===== src/rtl/acq_pkg.sv =====
package acq_pkg;

  // ----------------------------------------------------------------
  // bus geometry
  // ----------------------------------------------------------------
  localparam int ADDR_W = 4;
  localparam int RANGE_W = 4;
  localparam int NUM_CH = 16;

  // ----------------------------------------------------------------
  // register offsets
  // ----------------------------------------------------------------
  localparam logic [ADDR_W-1:0] OFF_DATA_LO = 4'h0;
  localparam logic [ADDR_W-1:0] OFF_DATA_HI = 4'h1;
  localparam logic [ADDR_W-1:0] OFF_SCAN = 4'h2;
  localparam logic [ADDR_W-1:0] OFF_STATUS = 4'h8;
  localparam logic [ADDR_W-1:0] OFF_CTRL = 4'h9;
  localparam logic [ADDR_W-1:0] OFF_PACER_EN = 4'hA;
  localparam logic [ADDR_W-1:0] OFF_PACER_DIV1 = 4'hD;
  localparam logic [ADDR_W-1:0] OFF_PACER_DIV2 = 4'hE;

  // ----------------------------------------------------------------
  // field positions and reset values
  // ----------------------------------------------------------------
  localparam int PACER_DIS_BIT = 0;
  localparam int PACER_FAST_BIT = 1;
  localparam logic [7:0] SCAN_RST = 8'h00;
  localparam logic [7:0] CTRL_RST = 8'h00;
  localparam logic [7:0] PACER_EN_RST = 8'h01;
  localparam logic [RANGE_W-1:0] RANGE_RST = 4'h0;
  localparam logic [15:0] PACER_DIV_RST = 16'h0002;

  // ----------------------------------------------------------------
  // timing
  // ----------------------------------------------------------------
  localparam int CLK_PERIOD_NS = 10;
  localparam int PACER_FAST_NS = 100;
  localparam int PACER_SLOW_NS = 1000;
  localparam int PRE_W = 7;
  localparam logic [PRE_W-1:0] PACER_FAST_CYC = PRE_W'(PACER_FAST_NS / CLK_PERIOD_NS);
  localparam logic [PRE_W-1:0] PACER_SLOW_CYC = PRE_W'(PACER_SLOW_NS / CLK_PERIOD_NS);

  // ----------------------------------------------------------------
  // carriers and states
  // ----------------------------------------------------------------
  typedef struct packed {
    logic [3:0] scan_stop_channel;
    logic [3:0] scan_start_channel;
  } acq_scan_t;

  typedef struct packed {
    logic irq_enable_bit;
    logic [2:0] irq_level_field;
    logic spare;
    logic dma_enable_bit;
    logic trigger_select_high;
    logic trigger_select_low;
  } acq_ctrl_t;

  typedef struct packed {
    logic busy;
    logic spare;
    logic input_config_flag;
    logic data_valid;
    logic [3:0] next_channel_field;
  } acq_status_t;

  typedef enum logic [1:0] {
    CONV_IDLE = 2'b01,
    CONV_BUSY = 2'b10
  } acq_conv_t;

  typedef enum logic [2:0] {
    DMA_IDLE = 3'b001,
    DMA_REQ_LO = 3'b010,
    DMA_REQ_HI = 3'b100
  } acq_dma_t;

  typedef enum logic [2:0] {
    TRIG_SW = 3'b001,
    TRIG_EXT = 3'b010,
    TRIG_PACER = 3'b100
  } acq_trig_t;

endpackage


===== src/rtl/acq_scan_trigger_ctrl.sv =====
`timescale 1ns/1ps
module acq_scan_trigger_ctrl
  import acq_pkg::*;
(
  // clock, reset, enable
  input wire logic clk_sys,
  input wire logic rst,
  input wire logic ce,
  // host byte bus
  input wire logic [ADDR_W-1:0] bus_addr,
  input wire logic bus_wr,
  input wire logic [7:0] bus_wdata,
  output logic [7:0] bus_rdata,
  // board pins
  input wire logic ext_trigger,
  input wire logic channel_config_jumper,
  // converter
  output logic adc_start,
  output logic [3:0] adc_channel,
  output logic [RANGE_W-1:0] adc_range,
  input wire logic adc_done,
  input wire logic [11:0] adc_result,
  // interrupt and dma
  output logic [7:0] irq_line,
  output logic dma_req,
  input wire logic dma_ack,
  input wire logic dma_tc,
  output logic [7:0] dma_data
);

  // ----------------------------------------------------------------
  // helpers
  // ----------------------------------------------------------------
  function automatic logic hit(input logic [ADDR_W-1:0] a, input logic [ADDR_W-1:0] off,
                               input logic w);
    hit = w && (a == off);
  endfunction

  function automatic logic [3:0] next_chan(input logic [3:0] ch, input acq_scan_t s);
    next_chan = (ch == s.scan_stop_channel) ? s.scan_start_channel : ch + 4'h1;
  endfunction

  function automatic acq_trig_t trig_src(input acq_ctrl_t c);
    if (!c.trigger_select_high) trig_src = TRIG_SW;
    else if (!c.trigger_select_low) trig_src = TRIG_EXT;
    else trig_src = TRIG_PACER;
  endfunction

  function automatic logic [7:0] level_lines(input logic [2:0] lvl);
    level_lines = (lvl < 3'd2) ? 8'h00 : 8'(8'h01 << lvl);
  endfunction

  // ----------------------------------------------------------------
  // pin synchronisers
  // ----------------------------------------------------------------
  logic ext_s1, ext_s2, ext_s3, cfg_s1, cfg_s2;

  always_ff @(posedge clk_sys or posedge rst) begin
    if (rst) begin
      ext_s1 <= 1'b0;
      ext_s2 <= 1'b0;
      ext_s3 <= 1'b0;
      cfg_s1 <= 1'b0;
      cfg_s2 <= 1'b0;
    end else if (ce) begin
      ext_s1 <= ext_trigger;
      ext_s2 <= ext_s1;
      ext_s3 <= ext_s2;
      cfg_s1 <= channel_config_jumper;
      cfg_s2 <= cfg_s1;
    end
  end

  logic ext_rise;
  assign ext_rise = ext_s2 && !ext_s3;

  // ----------------------------------------------------------------
  // host registers
  // ----------------------------------------------------------------
  logic wr_lo, wr_range, wr_scan, wr_stat, wr_ctrl, wr_pen;
  assign wr_lo = hit(bus_addr, OFF_DATA_LO, bus_wr);
  assign wr_range = hit(bus_addr, OFF_DATA_HI, bus_wr);
  assign wr_scan = hit(bus_addr, OFF_SCAN, bus_wr);
  assign wr_stat = hit(bus_addr, OFF_STATUS, bus_wr);
  assign wr_ctrl = hit(bus_addr, OFF_CTRL, bus_wr);
  assign wr_pen = hit(bus_addr, OFF_PACER_EN, bus_wr);

  acq_scan_t scan_q, scan_d;
  acq_ctrl_t ctrl_q, ctrl_d;
  logic [7:0] pen_q, pen_d;
  logic [RANGE_W-1:0] range_q [NUM_CH];
  logic [RANGE_W-1:0] range_d [NUM_CH];
  logic [RANGE_W-1:0] rng_out_q, rng_out_d;
  logic [3:0] conv_ch_q, conv_ch_d;

  always_comb begin
    scan_d = scan_q;
    ctrl_d = ctrl_q;
    pen_d = pen_q;
    range_d = range_q;
    if (wr_scan) scan_d = acq_scan_t'(bus_wdata);
    if (wr_ctrl) ctrl_d = acq_ctrl_t'(bus_wdata);
    if (wr_pen) pen_d = bus_wdata;
    // range table is pointed at by the start nibble
    if (wr_range) range_d[scan_q.scan_start_channel] = bus_wdata[RANGE_W-1:0];
    rng_out_d = range_q[conv_ch_q];
  end

  always_ff @(posedge clk_sys or posedge rst) begin
    if (rst) begin
      scan_q <= acq_scan_t'(SCAN_RST);
      ctrl_q <= acq_ctrl_t'(CTRL_RST);
      pen_q <= PACER_EN_RST;
      range_q <= '{default: RANGE_RST};
      rng_out_q <= RANGE_RST;
    end else if (ce) begin
      scan_q <= scan_d;
      ctrl_q <= ctrl_d;
      pen_q <= pen_d;
      range_q <= range_d;
      rng_out_q <= rng_out_d;
    end
  end

  // ----------------------------------------------------------------
  // pacer
  // ----------------------------------------------------------------
  logic pacer_tick;

  acq_pacer u_pacer (
    .clk_sys(clk_sys),
    .rst(rst),
    .ce(ce),
    .run(!pen_q[PACER_DIS_BIT]),
    .fast(pen_q[PACER_FAST_BIT]),
    .wr_div1(hit(bus_addr, OFF_PACER_DIV1, bus_wr)),
    .wr_div2(hit(bus_addr, OFF_PACER_DIV2, bus_wr)),
    .wdata(bus_wdata),
    .tick(pacer_tick)
  );

  // ----------------------------------------------------------------
  // conversion sequencer
  // ----------------------------------------------------------------
  acq_conv_t conv_q, conv_d;
  acq_dma_t dma_q, dma_d;
  acq_trig_t src;
  logic start_q, start_d, trig_fire, done_ev;
  logic [3:0] ptr_q, ptr_d;
  logic [7:0] lo_q, lo_d, hi_q, hi_d, dmad_q, dmad_d;
  logic valid_q, valid_d, pend_q, pend_d;

  assign src = trig_src(ctrl_q);
  assign trig_fire = ((src == TRIG_SW) && wr_lo)
                  || ((src == TRIG_EXT) && ext_rise)
                  || ((src == TRIG_PACER) && pacer_tick);
  assign done_ev = (conv_q == CONV_BUSY) && adc_done;

  // triggers that arrive while busy are dropped, not queued
  always_comb begin
    conv_d = conv_q;
    start_d = 1'b0;
    ptr_d = ptr_q;
    conv_ch_d = conv_ch_q;
    lo_d = lo_q;
    hi_d = hi_q;
    valid_d = valid_q;
    pend_d = pend_q;
    case (conv_q)
      CONV_IDLE: begin
        if (trig_fire) begin
          conv_d = CONV_BUSY;
          start_d = 1'b1;
          conv_ch_d = ptr_q;
          ptr_d = next_chan(ptr_q, scan_q);
        end
      end
      CONV_BUSY: begin
        if (adc_done) begin
          conv_d = CONV_IDLE;
          lo_d = {adc_result[3:0], conv_ch_q};
          hi_d = adc_result[11:4];
        end
      end
      default: conv_d = CONV_IDLE;
    endcase
    if (wr_scan) ptr_d = bus_wdata[3:0];
    // a completion in the clearing cycle survives the clear
    if (wr_stat) valid_d = 1'b0;
    if (done_ev) valid_d = 1'b1;
    if (wr_stat) pend_d = 1'b0;
    if (ctrl_q.irq_enable_bit && ((done_ev && !ctrl_q.dma_enable_bit)
        || (dma_tc && ctrl_q.dma_enable_bit))) pend_d = 1'b1;
  end

  always_ff @(posedge clk_sys or posedge rst) begin
    if (rst) begin
      conv_q <= CONV_IDLE;
      start_q <= 1'b0;
      ptr_q <= 4'h0;
      conv_ch_q <= 4'h0;
      lo_q <= 8'h00;
      hi_q <= 8'h00;
      valid_q <= 1'b0;
      pend_q <= 1'b0;
    end else if (ce) begin
      conv_q <= conv_d;
      start_q <= start_d;
      ptr_q <= ptr_d;
      conv_ch_q <= conv_ch_d;
      lo_q <= lo_d;
      hi_q <= hi_d;
      valid_q <= valid_d;
      pend_q <= pend_d;
    end
  end

  // ----------------------------------------------------------------
  // dma byte pair
  // ----------------------------------------------------------------
  always_comb begin
    dma_d = dma_q;
    dmad_d = dmad_q;
    case (dma_q)
      DMA_IDLE: begin
        if (done_ev && ctrl_q.dma_enable_bit) begin
          dma_d = DMA_REQ_LO;
          dmad_d = {adc_result[3:0], conv_ch_q};
        end
      end
      DMA_REQ_LO: begin
        if (dma_ack) begin
          dma_d = DMA_REQ_HI;
          dmad_d = hi_q;
        end
      end
      DMA_REQ_HI: begin
        if (dma_ack) dma_d = DMA_IDLE;
      end
      default: dma_d = DMA_IDLE;
    endcase
  end

  always_ff @(posedge clk_sys or posedge rst) begin
    if (rst) begin
      dma_q <= DMA_IDLE;
      dmad_q <= 8'h00;
    end else if (ce) begin
      dma_q <= dma_d;
      dmad_q <= dmad_d;
    end
  end

  // ----------------------------------------------------------------
  // read-back, one cycle after the address
  // ----------------------------------------------------------------
  acq_status_t stat;
  logic [7:0] rd_q, rd_d;

  always_comb begin
    stat.busy = (conv_q == CONV_BUSY);
    stat.spare = 1'b0;
    stat.input_config_flag = cfg_s2;
    stat.data_valid = valid_q;
    stat.next_channel_field = ptr_q;
    case (bus_addr)
      OFF_DATA_LO: rd_d = lo_q;
      OFF_DATA_HI: rd_d = hi_q;
      OFF_SCAN: rd_d = scan_q;
      OFF_STATUS: rd_d = stat;
      OFF_CTRL: rd_d = ctrl_q;
      OFF_PACER_EN: rd_d = pen_q;
      default: rd_d = 8'h00;
    endcase
  end

  always_ff @(posedge clk_sys or posedge rst) begin
    if (rst) rd_q <= 8'h00;
    else if (ce) rd_q <= rd_d;
  end

  assign bus_rdata = rd_q;
  assign adc_start = start_q;
  assign adc_channel = conv_ch_q;
  assign adc_range = rng_out_q;
  assign irq_line = (pend_q && ctrl_q.irq_enable_bit) ? level_lines(ctrl_q.irq_level_field)
                                                     : 8'h00;
  assign dma_req = (dma_q != DMA_IDLE);
  assign dma_data = dmad_q;

  // ----------------------------------------------------------------
  // checks
  // ----------------------------------------------------------------
  a_start_busy: assert property (@(posedge clk_sys) disable iff (rst)
    adc_start |-> stat.busy && $past(!stat.busy)) else $error("start without busy");

  a_sw_trigger: assert property (@(posedge clk_sys) disable iff (rst)
    ce && wr_lo && !ctrl_q.trigger_select_high && conv_q == CONV_IDLE |=> adc_start)
    else $error("software trigger ignored");

  a_ext_trigger: assert property (@(posedge clk_sys) disable iff (rst)
    ce && ext_rise && src == TRIG_EXT && conv_q == CONV_IDLE |=> adc_start)
    else $error("external edge ignored");

  a_valid_set: assert property (@(posedge clk_sys) disable iff (rst)
    ce && done_ev |=> valid_q) else $error("valid not set on result");

  a_valid_clear: assert property (@(posedge clk_sys) disable iff (rst)
    ce && wr_stat && !done_ev |=> !valid_q) else $error("valid not cleared");

  a_irq_rearm: assert property (@(posedge clk_sys) disable iff (rst)
    ce && wr_stat && !done_ev && !dma_tc |=> irq_line == 8'h00)
    else $error("interrupt not withdrawn");

  a_scan_ptr: assert property (@(posedge clk_sys) disable iff (rst)
    ce && wr_scan |=> stat.next_channel_field == $past(bus_wdata[3:0]))
    else $error("pointer not loaded");

  a_ptr_wrap: assert property (@(posedge clk_sys) disable iff (rst)
    ce && start_d && !wr_scan && ptr_q == scan_q.scan_stop_channel
    |=> ptr_q == scan_q.scan_start_channel) else $error("scan did not wrap");

  a_result_pack: assert property (@(posedge clk_sys) disable iff (rst)
    ce && done_ev |=> lo_q == {$past(adc_result[3:0]), adc_channel}
    && hi_q == $past(adc_result[11:4])) else $error("result packed wrong");

  a_dma_pair: assert property (@(posedge clk_sys) disable iff (rst)
    ce && done_ev && ctrl_q.dma_enable_bit && dma_q == DMA_IDLE
    |=> dma_req && dma_data == lo_q) else $error("dma request missing");

  a_irq_route: assert property (@(posedge clk_sys) disable iff (rst)
    pend_q && ctrl_q.irq_enable_bit && ctrl_q.irq_level_field == 3'b011
    |-> irq_line == 8'h08) else $error("wrong interrupt line");

endmodule


===== src/rtl/acq_pacer.sv =====
`timescale 1ns/1ps
module acq_pacer
  import acq_pkg::*;
(
  // clock and reset
  input wire logic clk_sys,
  input wire logic rst,
  input wire logic ce,
  // control
  input wire logic run,
  input wire logic fast,
  input wire logic wr_div1,
  input wire logic wr_div2,
  input wire logic [7:0] wdata,
  // pulse out
  output logic tick
);

  // ----------------------------------------------------------------
  // byte-pair loading
  // ----------------------------------------------------------------
  function automatic logic [15:0] put_byte(input logic [15:0] old, input logic msb,
                                           input logic [7:0] b);
    put_byte = msb ? {b, old[7:0]} : {old[15:8], b};
  endfunction

  logic [PRE_W-1:0] pre_q, pre_d;
  logic [15:0] div1_q, div1_d, div2_q, div2_d;
  logic [15:0] cnt1_q, cnt1_d, cnt2_q, cnt2_d;
  logic msb1_q, msb1_d, msb2_q, msb2_d;
  logic tick_q, tick_d;

  // ----------------------------------------------------------------
  // two cascaded dividers behind a prescaler
  // ----------------------------------------------------------------
  // a divisor below two behaves as one: a pulse on every prescaler tick
  always_comb begin
    pre_d = pre_q;
    div1_d = div1_q;
    div2_d = div2_q;
    cnt1_d = cnt1_q;
    cnt2_d = cnt2_q;
    msb1_d = msb1_q;
    msb2_d = msb2_q;
    tick_d = 1'b0;
    if (run) begin
      if (pre_q >= (fast ? PACER_FAST_CYC - 7'd1 : PACER_SLOW_CYC - 7'd1)) begin
        pre_d = '0;
        if (cnt1_q <= 16'h0001) begin
          cnt1_d = div1_q;
          if (cnt2_q <= 16'h0001) begin
            cnt2_d = div2_q;
            tick_d = 1'b1;
          end else begin
            cnt2_d = cnt2_q - 16'h0001;
          end
        end else begin
          cnt1_d = cnt1_q - 16'h0001;
        end
      end else begin
        pre_d = pre_q + 7'd1;
      end
    end else begin
      pre_d = '0;
    end
    // writing the high byte restarts that divider
    if (wr_div1) begin
      div1_d = put_byte(div1_q, msb1_q, wdata);
      msb1_d = !msb1_q;
      if (msb1_q) cnt1_d = put_byte(div1_q, 1'b1, wdata);
    end
    if (wr_div2) begin
      div2_d = put_byte(div2_q, msb2_q, wdata);
      msb2_d = !msb2_q;
      if (msb2_q) cnt2_d = put_byte(div2_q, 1'b1, wdata);
    end
  end

  always_ff @(posedge clk_sys or posedge rst) begin
    if (rst) begin
      pre_q <= '0;
      div1_q <= PACER_DIV_RST;
      div2_q <= PACER_DIV_RST;
      cnt1_q <= PACER_DIV_RST;
      cnt2_q <= PACER_DIV_RST;
      msb1_q <= 1'b0;
      msb2_q <= 1'b0;
      tick_q <= 1'b0;
    end else if (ce) begin
      pre_q <= pre_d;
      div1_q <= div1_d;
      div2_q <= div2_d;
      cnt1_q <= cnt1_d;
      cnt2_q <= cnt2_d;
      msb1_q <= msb1_d;
      msb2_q <= msb2_d;
      tick_q <= tick_d;
    end
  end

  assign tick = tick_q;

endmodule


===== config.mk =====
export PLATFORM = sky130hd
export DESIGN_NAME = acq_scan_trigger_ctrl
export DESIGN_NICKNAME = d
export VERILOG_FILES = /design/src/rtl/acq_pkg.sv /design/src/rtl/acq_scan_trigger_ctrl.sv /design/src/rtl/acq_pacer.sv
export SDC_FILE = /design/constraint.sdc
export NUM_CORES = 1
export LEC_CHECK = 0
export BUFFER_PORTS_ARGS = -buffer_cell sky130_fd_sc_hd__buf_2
export CAP_MARGIN = 20
export CELL_PAD_IN_SITES_DETAIL_PLACEMENT = 0
export CELL_PAD_IN_SITES_GLOBAL_PLACEMENT = 1
export CORE_ASPECT_RATIO = 1.25
export CORE_MARGIN = 1.5
export CORE_UTILIZATION = 40
export DETAILED_ROUTE_END_ITERATION = 16
export PLACE_DENSITY = 0.78
export RECOVER_POWER = 25
export REMOVE_ABC_BUFFERS = 1
export SLEW_MARGIN = 20
export SYNTH_ARGS = -nofsm -noshare
export SYNTH_HDL_FRONTEND = slang
export SYNTH_HIERARCHICAL = 1
export SYNTH_SLANG_ARGS = --single-unit

===== constraint.sdc =====
create_clock -name clk_sys -period 6.3 [get_ports clk_sys]
set_clock_uncertainty 0.2 [all_clocks]
set_input_delay 0.315 -clock clk_sys [delete_from_list [all_inputs] [get_ports clk_sys]]
set_output_delay 0.315 -clock clk_sys [all_outputs]
set_load 0.005 [all_outputs]

# Word-level counts from Yosys, hierarchy flattened
# Index checks and enable logic that the tools add are counted.
[totals] ff_bits=219 in_bits=33 output_inout_bits=34 wordCells=188
[classes] addsub=4 magnitude_cmp=7 n_eq_ne=22 n_shift=1 mux=48 bitwise_logic=4 reduce_logical=50
[op_table] cell="$mux W16" n=11
[op_table] cell="$bwmux W64" n=1
[op_table] cell="$pmux W8 S6" n=1
[op_table] cell="$le A16 B1 Y1 const B" n=2
[op_table] cell="$mux W8" n=4
[op_table] cell="$sub A16 B1 Y16 const B" n=2
[op_table] cell="$mux W4" n=7
[op_table] cell="$reduce_and A3 Y1" n=8
[op_table] cell="$mux W7" n=3
[op_table] cell="$eq A4 B4 Y1 const B" n=5
[op_table] cell="$logic_and A1 B1 Y1" n=19
[op_table] cell="$bmux W4 S4" n=1
[op_table] cell="$demux W4 S4" n=1
[op_table] cell="$pmux W8 S2" n=1
[op_table] cell="$reduce_and A2 Y1" n=8
[op_table] cell="$mux W3" n=5
[op_table] cell="$ge A5 B5 Y1 const B" n=2
[op_table] cell="$ne A2 B2 Y1 const B" n=5
[op_table] cell="$not A4 Y5" n=2
[op_table] cell="$reduce_bool A2 Y1" n=5
[op_table] cell="$mux W1" n=9
[op_table] cell="$pmux W3 S3" n=1
[op_table] cell="$reduce_and A4 Y1" n=2
[op_table] cell="$shl A1 B3 Y8 const A" n=1
[op_table] cell="other kinds (20)" n=30

# Logic depth before layout (Yosys ltp)
[depth] word_depth=9 depth_mapped=10 depth_no_buf=9

# Modules after synthesis
# Netlist, hierarchy kept.
[by_module_without_submodules] mod="acq_scan_trigger_ctrl" n_inst=1 cells_each=550 area_each_um2=6954.2 seq_area_each_um2=3632.2
[by_module_without_submodules] mod="acq_pacer" n_inst=1 cells_each=460 area_each_um2=4159.0 seq_area_each_um2=1856.8

# Least setup slack after synthesis
# Ideal clock, no wire load.
[synth_timing] kind="reg2reg" startpoint="register u_pacer.cnt1_q[1]" endpoint="register u_pacer.cnt1_q[5]" setup_ps=66 t_arrival_ps=2262 required_ps=6034 setup_slack_ps=3772 stages_incl_launch_ff=10 n_path_buf=1 synth_period_minus_slack_ps=2528 path_cell_list="dfstp_2 > inv_1 > ha_1 > o21ba_2 > and4_1 > and2_1 > clkbuf_1 > or3_1 > nor4_1 > a221o_1"
[synth_via] elab_chain_cells=6 word_cells_on_any_way=7 classes_between="1 x add/sub; 1 x order compare; 5 x mux"
[synth_lines] element="from (decl)" line_no="acq_pacer.sv:29" text="logic [15:0] cnt1_q, cnt1_d, cnt2_q, cnt2_d;"
[synth_lines] element="from (signal assigned)" line_no="acq_pacer.sv:93" text="cnt1_q <= cnt1_d;"
[synth_lines] element="$sub A16 B1 Y16 / $le A16 B1 Y1 (equally long branches)" line_no="acq_pacer.sv:58, acq_pacer.sv:49"
[synth_lines] element="$mux W16 *" line_no="acq_pacer.sv:49" text="if (cnt1_q <= 16'h0001) begin"
[synth_lines] element="$mux W16 *" line_no="acq_pacer.sv:47" text="if (pre_q >= (fast ? PACER_FAST_CYC - 7'd1 : PACER_SLOW_CYC - 7'd1)) begin"
[synth_lines] element="$mux W16 *" line_no="acq_pacer.sv:46" text="if (run) begin"
[synth_lines] element="$mux W16" line_no="acq_pacer.sv:70" text="if (msb1_q) cnt1_d = put_byte(div1_q, 1'b1, wdata);"
[synth_lines] element="$mux W16 *" line_no="acq_pacer.sv:67" text="if (wr_div1) begin"
# Every way passes the cells marked *; elsewhere a longest branch is shown, timed or not.
# A chain may end at the register's enable or synchronous reset.

# Final worst setup path
[layout_timing] startpoint="input port ce" endpoint="register hi_q[1]"
[layout_via] elab_chain_cells=1
[layout_lines] element="from (decl)" line_no="acq_scan_trigger_ctrl.sv:8" text="input wire logic ce,"
[layout_lines] element="$reduce_and A3 Y1 (no line)"
[layout_lines] element="to (signal assigned)" line_no="acq_scan_trigger_ctrl.sv:212" text="hi_q <= hi_d;"
[layout_lines] element="to (decl)" line_no="acq_scan_trigger_ctrl.sv:150" text="logic [7:0] lo_q, lo_d, hi_q, hi_d, dmad_q, dmad_d;"
# No other way between the ends.

==> reports/qor.yml <==
grt:
  grt_overflow_total: 0
  grt_pass1_wl_um: 46090
  antenna_found_initial: 1
  grt_pass1_vias: 8374
  track_usage_pct: 19.82
  grt_max_degree: 85
sta:
  rsz0062_at_grt: "no"
  post-route-min-period_ns: 4.187
  finalHoldViolCount: 0
  worst_pin_slew_ns: 3.633
  slew_headroom_pct: -143.5
  fin_crit_sh_pct: 66.46
  maxSlewViolCount: 141
  setup_viol: 0
  tns_ns: 0
  fmax_mhz: 238.8
floorplan:
  ioPinCount: 67
  die_area_sq_mm: 0.02880
  rows: 68
  die_y_um: 189.4
  dieWidth_um: 152.1
  initial_core_util_pct: 40.44
  fp.coreArea_sq_mm: 0.02748
logic_synthesis:
  dominantRegCellSynth: "dfrtp_1"
  synth_edf_count: 0
  synth.avg_cell_area_sq_um: 11.00
  synthArstFlopShare_pct: 100.0
  synth_xor_area_share_pct: 1.261
  synth_top_family_by_area: "multiplexers"
  syn_inst: 1010
  synth_area_sq_mm: 0.01111
  synth_top_cell_by_area: "dfrtp_1"
  synthTopCellsByArea: "dfrtp_1, mux2_2, nand2_1"
  yosysMostFrequentCell: "dfrtp_1"
  ys_ff_latch: 219
  synth-simple-area-share_pct: 15.40
  synth_common_cells: "dfrtp_1, mux2_2, nand2_1"
  synth_mux_area_share_pct: 20.20
  synth_fa_ha_area_share_pct: 1.126
  synth_cell_types: 82
  synth_seq_area_share_pct: 49.39
  synth_compound_area_share_pct: 9.941
  yosysWarnings: 6
  yosys.area.top_type_share_pct: 47.74
routing:
  vias: 8145
  wirelength_um: 28420
  drc_errors: 0
  drt-initial-drc-count: 521
  via_per_inst: 5.648
  drt-wirelength-per-cell_um: 19.71
  drtPass1Iterations: 5
  ant_nets: 0
finish:
  final_cells: 1442
  nets: 1117
  syn2layout_area_growth_pct: 13.96
  fillCellCount: 2570
  drive_gt1_share_pct: 25.73
  num_antenna_cells: 0
worst_hold_path:
  min_from: "adc_done"
  min_path_type: "in -> reg"
  min_delay_path_depth: 4
  holdPathEnd: "conv_q[0]"
cts:
  cts_sinks: 219
  cts_hold_buffers: 21
  tritoncts: "built"
  cts_root_buf: "clkbuf_16"
  cts_buffers: 24
  cts_resized: 0
  h-tree-depth: 1
  insertion_delay_ns: 0.52
  clk_pin_slew_ns: 0.06
  clockBufferDepth: 3
  cts_setup_buffers: 0
power_and_ir_drop:
  pwr_density_cell_mw_per_mm2: 314.5
  power_leakage_nw: 5.706
  worst_ir_drop_vdd_uv: 258.9
critical_path:
  cp_max_fo: 55
  crit_type: "in -> reg"
  r2r_start: "pen_q[1]"
  cp-end-kind: "flop"
  critPathLaunchType: "input port"
  r2r_end: "u_pacer/cnt2_q[3]"
  r2r.worst_path.cells: 7
  cp.arrival_ns: 4.39
  rrSetupSlack_ns: 3.36
  cp.required_ns: 6.50
placement:
  port_buffers: 64
  gp_congestion: 0.8506
  dp_hpwl_um: 19340
  place_inst: 1377
outcome:
  violations: "max-capacitance violations, max-slew violations"
  status: "finished with violations"
job:
  drv_cap: 2
## metal layers
metal	vias to the layer above	track usage, %	part of all wire, %
met1	4136	25.71	43
li1	3794	-	-
met5	-	0	0.035
met4	2	4.854	1.9
met2	173	35.03	51
met3	40	2.609	3.8
## metrics by stage
step	area [sq um]	util, %	hold slack (ns)	setup slack, ns	power, mW
3_3_place_gp	11700	42.56	0.2648	3.400	2.583
5_1_grt	12660	46.08	0.05264	1.729	4.185
6_report	12660	46.08	0.03667	2.113	3.983
2_1_floorplan	10890	-	0.1974	1.895	2.303
3_5_place_dp	11700	42.56	0.2621	3.359	2.601
4_1_cts	12690	46.17	0.02761	3.374	4.027
## cells in the final DEF (no fill, tap or decap), drive strengths merged, types with 21 or more instances in the layout
cell type / n
nand2: 130
buf: 52
nor2: 71
mux2i: 36
dlygate4sd3: 21
mux2: 135
clkbuf: 52
a21oi: 35
dfrtp: 212
nor3: 36
o21ai: 34
nand3: 30
## cell families after synthesis
| logic type | Yosys count |
|---|---|
| buffers and inverters | 72 |
| AND/OR/NAND/NOR | 347 |
| XOR/XNOR | 16 |
| multiplexers | 187 |
| adder cells (fa/ha/maj) | 10 |
| flip-flops | 219 |
| AO/OA/AOI/OAI | 158 |
| other | 1 |
## area by class of cell
cell class	count	area (sq um)	area share (%)
Inverter	19	72.57	0.5730
Clock inverter	9	100.1	0.7904
Sequential cell	219	5489	43.34
Clock buffer	35	683.2	5.394
Timing Repair Buffer	90	544.3	4.298
Tap cell	350	437.9	3.458
Multi-Input combinational cell	720	5338	42.15
## worst max path at each step
stage                      from           endpoint  depth (start not counted)
floorplan                   rst     adc_channel[0]                          1
global placement       pen_q[1]  u_pacer/cnt2_q[5]                          7
detailed placement  bus_addr[1]  u_pacer/cnt2_q[7]                          9
CTS                    pen_q[1]  u_pacer/cnt2_q[5]                          7
global route                 ce            lo_q[0]                          4
finish                       ce            hi_q[1]                          4
## critical path: stages
cell,delay (ns)
clkbuf_1,0.23
clkbuf_1,1.82
nand3_1,1.37
mux2_2,0.60
## sequential cells by signal, summed over array words and instances (netlist names), 7 cells and up
register / flops
u_pacer/pre_q: 7
range_q: 64
u_pacer/div2_q: 16
bus_rdata: 8
ctrl_q: 8
u_pacer/cnt2_q: 16
scan_q: 8
dma_data: 8
hi_q: 8
u_pacer/div1_q: 16
u_pacer/cnt1_q: 16
lo_q: 8
pen_q: 8
## power breakdown
group	switching, mW	total, mW	leakage (nW)	internal [mW]
Sequential	0.233	1.83	2.88	1.60
Clock	0.570	1.40	0.380	0.834
Combinational	0.372	0.744	2.45	0.372
Total	1.18	3.98	5.71	2.81
Power figures use the tool's default switching activity.
